==> config.mk <==
export PLATFORM = sky130hd
export DESIGN_NAME = tmch_tag_flat
export DESIGN_NICKNAME = d
export VERILOG_FILES = /design/src/tmch_pkg.sv /design/src/tmch_link_if.sv /design/src/tmch_tag.sv /design/src/flat_wrapper.sv
export SDC_FILE = /design/constraint.sdc
export NUM_CORES = 2
export LEC_CHECK = 0
export BUFFER_PORTS_ARGS = -buffer_cell sky130_fd_sc_hd__buf_2
export CAP_MARGIN = 20
export CELL_PAD_IN_SITES_DETAIL_PLACEMENT = 0
export CELL_PAD_IN_SITES_GLOBAL_PLACEMENT = 1
export CORE_MARGIN = 2
export CORE_UTILIZATION = 45
export CTS_CLUSTER_SIZE = 16
export DETAILED_ROUTE_END_ITERATION = 16
export PLACE_DENSITY_LB_ADDON = 0.1
export RECOVER_POWER = 100
export SYNTH_ARGS = -nofsm -noshare
export SYNTH_HDL_FRONTEND = slang
export SYNTH_HIERARCHICAL = 1
export SYNTH_SLANG_ARGS = --single-unit
==> constraint.sdc <==
create_clock -name clk -period 13.7 [get_ports clk]
set_input_delay 2.055 -clock clk [delete_from_list [all_inputs] [get_ports clk]]
set_output_delay 2.055 -clock clk [all_outputs]
set_load 0.005 [all_outputs]
==> src/tmch_pkg.sv <==
// Shared constants, types and helpers for the transponder command handler.
// Assumes a single 50 MHz clock on both ends of the link model.
package tmch_pkg;

	// Command codes, low nibble of the first command byte
	localparam logic [3:0] CODE_SEL_QUIET = 4'h0;
	localparam logic [3:0] CODE_RD_PAGE   = 4'hC;
	localparam logic [3:0] CODE_RD_BLOCK  = 4'hD;
	localparam logic [3:0] CODE_WR_PAGE   = 4'h8;
	localparam logic [3:0] CODE_WR_BLOCK  = 4'h9;
	localparam logic [3:0] CODE_QUIET     = 4'h7;

	localparam logic [7:0] MAX_PAGE = 8'h3F;
	localparam logic [1:0] ACK_BITS = 2'h1;
	// Start pattern bits, sent Manchester coded
	localparam logic [1:0] SOF_BITS = 2'h3;

	// Response beat kinds
	localparam logic [1:0] KIND_SOF  = 2'h1;
	localparam logic [1:0] KIND_DATA = 2'h2;
	localparam logic [1:0] KIND_ACK  = 2'h3;

	localparam logic [7:0] CRC_POLY = 8'h1D;
	localparam logic [7:0] CRC_INIT = 8'hFF;

	// Timing, in ns, and derived cycle counts (least times round up)
	localparam int CLK_NS        = 20;
	localparam int T_WRESP_NS    = 200;
	localparam int T_PROG_NS     = 4000;
	localparam int T_WSC_NS      = 400;
	localparam int T_RSP_TO_NS   = 20000;
	localparam int WRESP_CYC     = (T_WRESP_NS + CLK_NS - 1) / CLK_NS;
	localparam int PROG_CYC      = (T_PROG_NS + CLK_NS - 1) / CLK_NS;
	localparam int WSC_CYC       = (T_WSC_NS + CLK_NS - 1) / CLK_NS;
	localparam int RSP_TO_CYC    = T_RSP_TO_NS / CLK_NS;

	typedef enum logic [1:0] {
		TST_READY = 2'b00,
		TST_INIT  = 2'b01,
		TST_SEL   = 2'b10,
		TST_QUIET = 2'b11
	} tmch_tst_t;

	function automatic logic [7:0] crc8(input logic [7:0] crc,
		input logic [7:0] din);
		logic [7:0] c;
		c = crc ^ din;
		for (int i = 0; i < 8; i++) begin
			c = c[7] ? ({c[6:0], 1'b0} ^ CRC_POLY) : {c[6:0], 1'b0};
		end
		return c;
	endfunction

	// Two bits to four half-bit symbols, first bit in the high pair
	function automatic logic [3:0] man2(input logic [1:0] b);
		return {b[1] ? 2'b10 : 2'b01, b[0] ? 2'b10 : 2'b01};
	endfunction

endpackage

==> src/tmch_link_if.sv <==
// Air link between reader and tag, modelled as two byte streams.
// Assumes both ends share clk; the testbench instantiates this.
`timescale 1ns/1ps
interface tmch_link_if;
	// Reader to tag command stream
	logic       cmd_valid;
	logic       cmd_ready;
	logic [7:0] cmd_data;
	logic       cmd_last;
	// Tag to reader response stream
	logic       rsp_valid;
	logic       rsp_ready;
	logic [1:0] rsp_kind;
	logic [7:0] rsp_data;
	logic       rsp_last;

	modport tag (
		input  cmd_valid, cmd_data, cmd_last, rsp_ready,
		output cmd_ready, rsp_valid, rsp_kind, rsp_data, rsp_last
	);
	modport reader (
		output cmd_valid, cmd_data, cmd_last, rsp_ready,
		input  cmd_ready, rsp_valid, rsp_kind, rsp_data, rsp_last
	);
endinterface

==> src/tmch_tag.sv <==
// Tag end: command interpreter, page memory and response buffer.
// Assumes select and init are decided by logic outside this file.
// Function
// - Select-quiet with own UID in init: quiet
// - SOF and acknowledge sent Manchester coded
// - Reads only when selected
// - Page read replies SOF, 32 bits, CRC
// - Reader keeps page address at most 0x3F
// - Block read sends to block end
// - Writes only selected; low byte first
// - Page write command acknowledged
// - Reader waits set-up, sends page and CRC
// - Program page, then acknowledge
// - Block write command acknowledged
// - Reader sends pages singly to block end
// - Acknowledge each programmed block page
// - Quiet command in selected: quiet, acknowledge
// - Quiet carries address and CRC for structure
// - Quiet tag answers nothing until power loss
// - One selected tag, plain transfers
`timescale 1ns/1ps

module tmch_buf #(
	parameter int W     = 11,
	parameter int DEPTH = 2
) (
	// Clock and reset
	input  wire logic         clk,
	input  wire logic         reset_n,
	// Fill side
	input  wire logic         in_valid,
	output logic              in_ready,
	input  wire logic [W-1:0] in_data,
	// Drain side
	output logic              out_valid,
	input  wire logic         out_ready,
	output logic [W-1:0]      out_data
);
	localparam int AW = (DEPTH > 1) ? $clog2(DEPTH) : 1;

	logic [W-1:0] mem_q [DEPTH];
	logic [AW-1:0] wp_q;
	logic [AW-1:0] rp_q;
	logic [AW:0]   cnt_q;

	wire push = in_valid && in_ready;
	wire pop  = out_valid && out_ready;

	assign in_ready  = cnt_q != (AW+1)'(DEPTH);
	assign out_valid = cnt_q != '0;
	assign out_data  = mem_q[rp_q];

	always_ff @(posedge clk) begin
		if (push) begin
			mem_q[wp_q] <= in_data;
		end
	end

	always_ff @(posedge clk) begin
		if (!reset_n) begin
			wp_q  <= '0;
			rp_q  <= '0;
			cnt_q <= '0;
		end else begin
			if (push) begin
				wp_q <= (wp_q == AW'(DEPTH - 1)) ? '0 : wp_q + 1'b1;
			end
			if (pop) begin
				rp_q <= (rp_q == AW'(DEPTH - 1)) ? '0 : rp_q + 1'b1;
			end
			cnt_q <= cnt_q + (AW+1)'(push) - (AW+1)'(pop);
		end
	end
endmodule

module tmch_tag #(
	parameter int PAGES = 64
) (
	// Clock and reset
	input  wire logic             clk,
	input  wire logic             reset_n,
	// Air link, tag end
	tmch_link_if.tag              link,
	// Identity and state steering from the select logic
	input  wire logic [31:0]      uid,
	input  wire logic             go_init,
	input  wire logic             go_select,
	// Status
	output tmch_pkg::tmch_tst_t   tag_state,
	output logic                  busy
);
	localparam int AW = $clog2(PAGES);
	localparam int NB = 7;

	typedef enum logic [1:0] {
		P_RX   = 2'b00,
		P_WAIT = 2'b01,
		P_PROG = 2'b10,
		P_TX   = 2'b11
	} tmch_proc_t;

	tmch_pkg::tmch_tst_t tst_q;
	tmch_proc_t  proc_q;
	logic [7:0]  rx_buf_q [NB];
	logic [2:0]  rx_cnt_q;
	logic [7:0]  rx_crc_q;
	logic        wph_q;
	logic [2:0]  wleft_q;
	logic [AW-1:0] page_q;
	logic [2:0]  npg_q;
	logic        tx_ack_q;
	logic [4:0]  tx_idx_q;
	logic [7:0]  tx_crc_q;
	logic [31:0] wword_q;
	logic [15:0] tmr_q;
	logic [31:0] mem_q [PAGES];

	// Command frame decode
	wire       beat   = link.cmd_valid && link.cmd_ready;
	wire       eof    = beat && link.cmd_last;
	wire [7:0] b0     = rx_buf_q[0];
	wire [7:0] adr    = rx_buf_q[1];
	wire [3:0] code   = b0[3:0];
	wire [31:0] uid_rx = {rx_buf_q[4], rx_buf_q[3], rx_buf_q[2], rx_buf_q[1]};
	// page data arrives low byte first, no leading code byte
	wire [31:0] wd_rx  = {rx_buf_q[3], rx_buf_q[2], rx_buf_q[1], rx_buf_q[0]};
	wire       crc_ok = rx_crc_q == link.cmd_data;
	wire       is_sq  = !wph_q && rx_cnt_q == 3'd5 && b0 == 8'h00
		&& tst_q == tmch_pkg::TST_INIT && uid_rx == uid;
	wire       is_cmd = !wph_q && rx_cnt_q == 3'd2 && b0[7:4] == 4'h0
		&& tst_q == tmch_pkg::TST_SEL && adr <= tmch_pkg::MAX_PAGE;
	wire       is_rd  = is_cmd && (code == tmch_pkg::CODE_RD_PAGE
		|| code == tmch_pkg::CODE_RD_BLOCK);
	wire       is_wr  = is_cmd && (code == tmch_pkg::CODE_WR_PAGE
		|| code == tmch_pkg::CODE_WR_BLOCK);
	wire       is_qt  = is_cmd && code == tmch_pkg::CODE_QUIET;
	wire       is_wd  = wph_q && rx_cnt_q == 3'd4;
	wire       accept = eof && crc_ok && (is_sq || is_rd || is_wr || is_qt
		|| is_wd);
	wire [2:0] to_end = 3'd4 - {1'b0, adr[1:0]};

	// Response beat build
	wire [4:0] di      = tx_idx_q - 5'd1;
	wire [AW-1:0] tpg  = page_q + AW'(di[3:2]);
	wire [31:0] tword  = mem_q[tpg];
	wire [7:0] tbyte   = tword[{di[1:0], 3'b000} +: 8];
	wire [4:0] tx_end  = tx_ack_q ? 5'd1 : {npg_q[2:0], 2'b00} + 5'd1;
	wire       tx_last = tx_idx_q == tx_end;
	wire       tx_sof  = tx_idx_q == 5'd0;
	logic [1:0] tx_kind;
	logic [7:0] tx_data;
	logic       tx_in_ready;
	wire       tx_take = proc_q == P_TX && tx_in_ready;

	assign tx_kind = tx_sof ? tmch_pkg::KIND_SOF
		: tx_ack_q ? tmch_pkg::KIND_ACK : tmch_pkg::KIND_DATA;
	assign tx_data = tx_sof ? {4'h0, tmch_pkg::man2(tmch_pkg::SOF_BITS)}
		: tx_ack_q ? {4'h0, tmch_pkg::man2(tmch_pkg::ACK_BITS)}
		: tx_last ? tx_crc_q : tbyte;

	assign link.cmd_ready = proc_q == P_RX;
	assign tag_state      = tst_q;
	assign busy           = proc_q != P_RX;

	// A stalled reader fills this buffer and then holds the sequencer
	tmch_buf #(
		.W     (11),
		.DEPTH (2)
	) u_txbuf (
		.clk       (clk),
		.reset_n   (reset_n),
		.in_valid  (proc_q == P_TX),
		.in_ready  (tx_in_ready),
		.in_data   ({tx_kind, tx_last, tx_data}),
		.out_valid (link.rsp_valid),
		.out_ready (link.rsp_ready),
		.out_data  ({link.rsp_kind, link.rsp_last, link.rsp_data})
	);

	// Command byte capture; the CRC byte itself is compared, not stored
	always_ff @(posedge clk) begin
		if (beat && !link.cmd_last && rx_cnt_q < 3'(NB)) begin
			rx_buf_q[rx_cnt_q] <= link.cmd_data;
		end
	end

	always_ff @(posedge clk) begin
		if (!reset_n || eof) begin
			rx_cnt_q <= '0;
			rx_crc_q <= tmch_pkg::CRC_INIT;
		end else if (beat) begin
			rx_cnt_q <= (rx_cnt_q == 3'h7) ? rx_cnt_q : rx_cnt_q + 3'd1;
			rx_crc_q <= tmch_pkg::crc8(rx_crc_q, link.cmd_data);
		end
	end

	// only the select logic promotes to selected
	always_ff @(posedge clk) begin
		if (!reset_n) begin
			tst_q <= tmch_pkg::TST_READY;
		end else if (accept && (is_sq || is_qt)) begin
			tst_q <= tmch_pkg::TST_QUIET;
		end else if (go_init && tst_q == tmch_pkg::TST_READY) begin
			tst_q <= tmch_pkg::TST_INIT;
		end else if (go_select && tst_q == tmch_pkg::TST_INIT) begin
			tst_q <= tmch_pkg::TST_SEL;
		end
	end

	always_ff @(posedge clk) begin
		if (proc_q == P_PROG && tmr_q == 16'(tmch_pkg::PROG_CYC - 1)) begin
			mem_q[page_q] <= wword_q;
		end
	end

	always_ff @(posedge clk) begin
		if (!reset_n) begin
			proc_q   <= P_RX;
			wph_q    <= 1'b0;
			wleft_q  <= '0;
			page_q   <= '0;
			npg_q    <= 3'd1;
			tx_ack_q <= 1'b1;
			wword_q  <= '0;
			tmr_q    <= '0;
		end else begin
			tmr_q <= tmr_q + 16'd1;
			case (proc_q)
				P_RX: begin
					tmr_q <= '0;
					if (accept) begin
						tx_ack_q <= !is_rd;
						if (is_wd) begin
							wword_q <= wd_rx;
							wleft_q <= wleft_q - 3'd1;
							proc_q  <= P_PROG;
						end else begin
							page_q <= adr[AW-1:0];
							npg_q  <= (code == tmch_pkg::CODE_RD_BLOCK)
								? to_end : 3'd1;
							wleft_q <= (code == tmch_pkg::CODE_WR_BLOCK)
								? to_end : 3'd1;
							proc_q  <= P_WAIT;
						end
					end else if (eof) begin
						wph_q <= 1'b0;
					end
				end
				P_WAIT: begin
					if (tmr_q == 16'(tmch_pkg::WRESP_CYC - 1)) begin
						proc_q <= P_TX;
					end
				end
				P_PROG: begin
					if (tmr_q == 16'(tmch_pkg::PROG_CYC - 1)) begin
						page_q <= page_q + 1'b1;
						proc_q <= P_TX;
					end
				end
				P_TX: begin
					if (tx_take && tx_last) begin
						wph_q  <= tx_ack_q && wleft_q != 3'd0
							&& tst_q == tmch_pkg::TST_SEL;
						proc_q <= P_RX;
					end
				end
				default: proc_q <= P_RX;
			endcase
		end
	end

	always_ff @(posedge clk) begin
		if (!reset_n || proc_q != P_TX) begin
			tx_idx_q <= '0;
			tx_crc_q <= tmch_pkg::CRC_INIT;
		end else if (tx_take) begin
			tx_idx_q <= tx_idx_q + 5'd1;
			if (!tx_sof && !tx_last) begin
				tx_crc_q <= tmch_pkg::crc8(tx_crc_q, tbyte);
			end
		end
	end
endmodule
==> src/flat_wrapper.sv <==
// flat-port wrapper written by rule: the top's interface ports become plain ports
module tmch_tag_flat 
#(
	parameter int PAGES = 64
)
  (clk, reset_n, uid, go_init, go_select, tag_state, busy, link_cmd_valid, link_cmd_data, link_cmd_last, link_rsp_ready, link_cmd_ready, link_rsp_valid, link_rsp_kind, link_rsp_data, link_rsp_last);
  tmch_link_if link_i ();
  input  wire logic clk;
  input  wire logic reset_n;
  input  wire logic [31:0] uid;
  input  wire logic go_init;
  input  wire logic go_select;
  output tmch_pkg::tmch_tst_t tag_state;
  output logic busy;
  input wire logic [$bits(link_i.cmd_valid)-1:0] link_cmd_valid;
  input wire logic [$bits(link_i.cmd_data)-1:0] link_cmd_data;
  input wire logic [$bits(link_i.cmd_last)-1:0] link_cmd_last;
  input wire logic [$bits(link_i.rsp_ready)-1:0] link_rsp_ready;
  output wire logic [$bits(link_i.cmd_ready)-1:0] link_cmd_ready;
  output wire logic [$bits(link_i.rsp_valid)-1:0] link_rsp_valid;
  output wire logic [$bits(link_i.rsp_kind)-1:0] link_rsp_kind;
  output wire logic [$bits(link_i.rsp_data)-1:0] link_rsp_data;
  output wire logic [$bits(link_i.rsp_last)-1:0] link_rsp_last;
  assign link_i.cmd_valid = link_cmd_valid;
  assign link_i.cmd_data = link_cmd_data;
  assign link_i.cmd_last = link_cmd_last;
  assign link_i.rsp_ready = link_rsp_ready;
  assign link_cmd_ready = link_i.cmd_ready;
  assign link_rsp_valid = link_i.rsp_valid;
  assign link_rsp_kind = link_i.rsp_kind;
  assign link_rsp_data = link_i.rsp_data;
  assign link_rsp_last = link_i.rsp_last;
  tmch_tag #(.PAGES(PAGES)) u_core (.clk(clk), .reset_n(reset_n), .link(link_i), .uid(uid), .go_init(go_init), .go_select(go_select), .tag_state(tag_state), .busy(busy));
endmodule
==> reports/metrics.cfg <==
[die]
die-area_um2=195500
dieWidth_um=442.2
fp.dieH_um=442.2
ioPinCount=63
initial_core_util=0.4539
row_count=160
fp.coreArea_um2=190400

[clocking]
clock_path_buffers=3
insertion_delay_ps=890
cts-htree-levels=4
ctsHoldBuffers=0
root_buffer=clkbuf_16
cts_setup_buffers=0
cts_resized=0
cts.clk_slew.worst_paths_ps=60
cts_tree=yes
numCtsBuffers=226
numClockSinks=2205

[synth]
yosysWarnings=6
yosysUniqueCellTypes=88
ys.flop_type=edfxtp_1
synth-async-reset-ratio=0
ys_seq_elements=2205
synth-seq-area-share=0.7553
synthCells=4432
syn-num-nets=4501
syn_area_per_cell_um2=19.50
synth_edf_count=2110
synth_area_um2=86410

[critical_path]
crit_path_start_kind=register
setup.worst_path.class=register to register
worstRegToRegCells=22
cp.required_ps=14420
end_kind=register
crit_fanout=45
arrival_ps=11120

[layout]
fin_area_um2=97440
multi_input_area_um2=20210
fin_util=0.5118
final_common_cell=edfxtp_1
drive_above_1_share=0.2087
nFillCells=15380
fin_nets=4734
seqCellArea_um2=65280
area_growth_pct=12.77
final_cell_mix=edfxtp_1 (2110), mux4_2 (490), nand2_1 (479), clkbuf_16 (227), clkbuf_1 (174)

[grt]
grt_pass1_wl_um=354900
grt_pass1_vias=44440
grt-ovfl-total=0
gr-usage-all-layers=0.2599
grt_max_degree=114
antenna_found_initial=7

[sta]
fin_skew_ps=33.14
max_freq_mhz=96.16
hold_slack_ps=452.9
setup_tns_ps=0
final_max_slew_viol_count=4103
setup_viol=0
hold_viol=0
period_needed_ps=10400
rsz0062_at_grt=false
slew-limit-headroom=-1.738
period_share=0.7591
worst_pin_slew_ps=4106

[route]
wl_per_cell_um=34.52
dr.first_iter.drc_count=5914
drc=0
routed_wl_um=254500
vias=45190
drtAntennaViolNets=0
first_pass_iters=7
via_per_inst=6.130

[min_path]
holdCritPathClass=register to register
worstHoldPathCells=2

[run_status]
status=finished, violations left
violations=capacitance limit, slew limit

[placement]
io_buffers=62
hpwl_um=142800
place_area_um2=90640
gp_congestion=0.8823

[power_and_ir_drop]
finalPower_mw=14.80
powerDensity_nw_per_um2=151.8
power.leakage_nw=35.00
ir_worst_vdd_uv=107.0

[flow_run]
cap_violations=111

[where the power goes]
group,switching [mW],internal [mW],total [mW]
Clock,2.66,3.52,6.18
Combinational,0.847,0.437,1.28
Sequential,0.0309,7.30,7.33
[Yosys cell counts (55+ instances only)]
cell type | instances | area, µm²
edfxtp_1 | 2110 | 63360
mux4_2 | 490 | 11040
nand2_1 | 480 | 1802
nor2_1 | 146 | 548.0
nand3_1 | 143 | 715.7
mux2i_1 | 104 | 1041
dfxtp_1 | 95 | 1902
a21oi_1 | 82 | 410.4
buf_2 | 82 | 410.4
clkbuf_1 | 73 | 274.0
xnor2_1 | 65 | 569.3
nand4_1 | 55 | 344.1
[through the flow]
step           cells  setup slack [ps]
2_1_floorplan   4432              8949
3_3_place_gp    6946              5450
3_5_place_dp    6948              5907
4_1_cts         7370              5885
5_1_grt         7371              2966
6_report        7373              3301
[cell families after synthesis]
group,after synthesis,synth area share
flip-flops,2205,0.7553
AND/OR/NAND/NOR,945,0.04838
multiplexers,610,0.1425
AO/OA/AOI/OAI,287,0.02302
buffers and inverters,256,0.01562
XOR/XNOR,107,0.01187
adder cells (fa/ha/maj),22,0.003273
[area by class of cell]
| type | instances | share of cell area |
|---|---|---|
| inverters | 29 | 0.001117 |
| clock buffers | 278 | 0.06088 |
| flip-flops and latches | 2205 | 0.6699 |
| diodes | 3 | 0.00007705 |
| clock inverters | 144 | 0.01568 |
| repair buffers | 232 | 0.01267 |
| well taps | 2511 | 0.03224 |
| multi-input cells | 1971 | 0.2074 |
[state kept, by name, summed over array words and instances (netlist names), 2 cells and up, named ones only]
register and flops:
u_core/mem_q 2048, u_core/npg_q 3, u_core/page_q 6, u_core/proc_q 2, u_core/rx_buf_q 40, u_core/rx_cnt_q 3
u_core/rx_crc_q 8, u_core/tag_state 2, u_core/tmr_q 16, u_core/tx_crc_q 8, u_core/tx_idx_q 5, u_core/u_txbuf/cnt_q 2
u_core/u_txbuf/mem_q 22, u_core/wleft_q 3, u_core/wword_q 32
[worst paths after layout]
check                                     to  slack [ps]                             from
max reg2reg  u_core/tx_crc_q[1]$_SDFFE_PP1P_        3300  u_core/tx_idx_q[0]$_SDFFE_PP0P_
min reg2reg   u_core/wword_q[3]$_SDFFE_PN0P_         450   u_core/wword_q[3]$_SDFFE_PN0P_
max          u_core/tx_crc_q[1]$_SDFFE_PP1P_        3300  u_core/tx_idx_q[0]$_SDFFE_PP0P_
min           u_core/wword_q[3]$_SDFFE_PN0P_         450   u_core/wword_q[3]$_SDFFE_PN0P_
[worst max-delay path, stage by stage, from the launching register on]
cell       delay, ps
dfxtp_1          310
clkbuf_1         860
clkinv_1         780
ha_1             480
xor2_1           220
ha_4             170
inv_1             60
fa_4            1330
clkbuf_1        2140
buf_4            780
mux4_2           400
mux2i_1          150
mux2i_1          100
clkbuf_1         270
a22oi_1          410
o211ai_1         160
a211oi_1         360
a2111oi_4        130
xnor2_1          450
xnor2_2          170
xnor2_1          160
nor3_1            60
nand3b_1         180
[layer usage]
metal,global-route usage,share of wire,up-vias
li1,-,-,18480
met4,0.07456,0.029,0
met1,0.3852,0.43,24400
met3,0.05016,0.088,348
met5,0,0,-
met2,0.3939,0.46,1971
(Power assumes the default switching activity.)
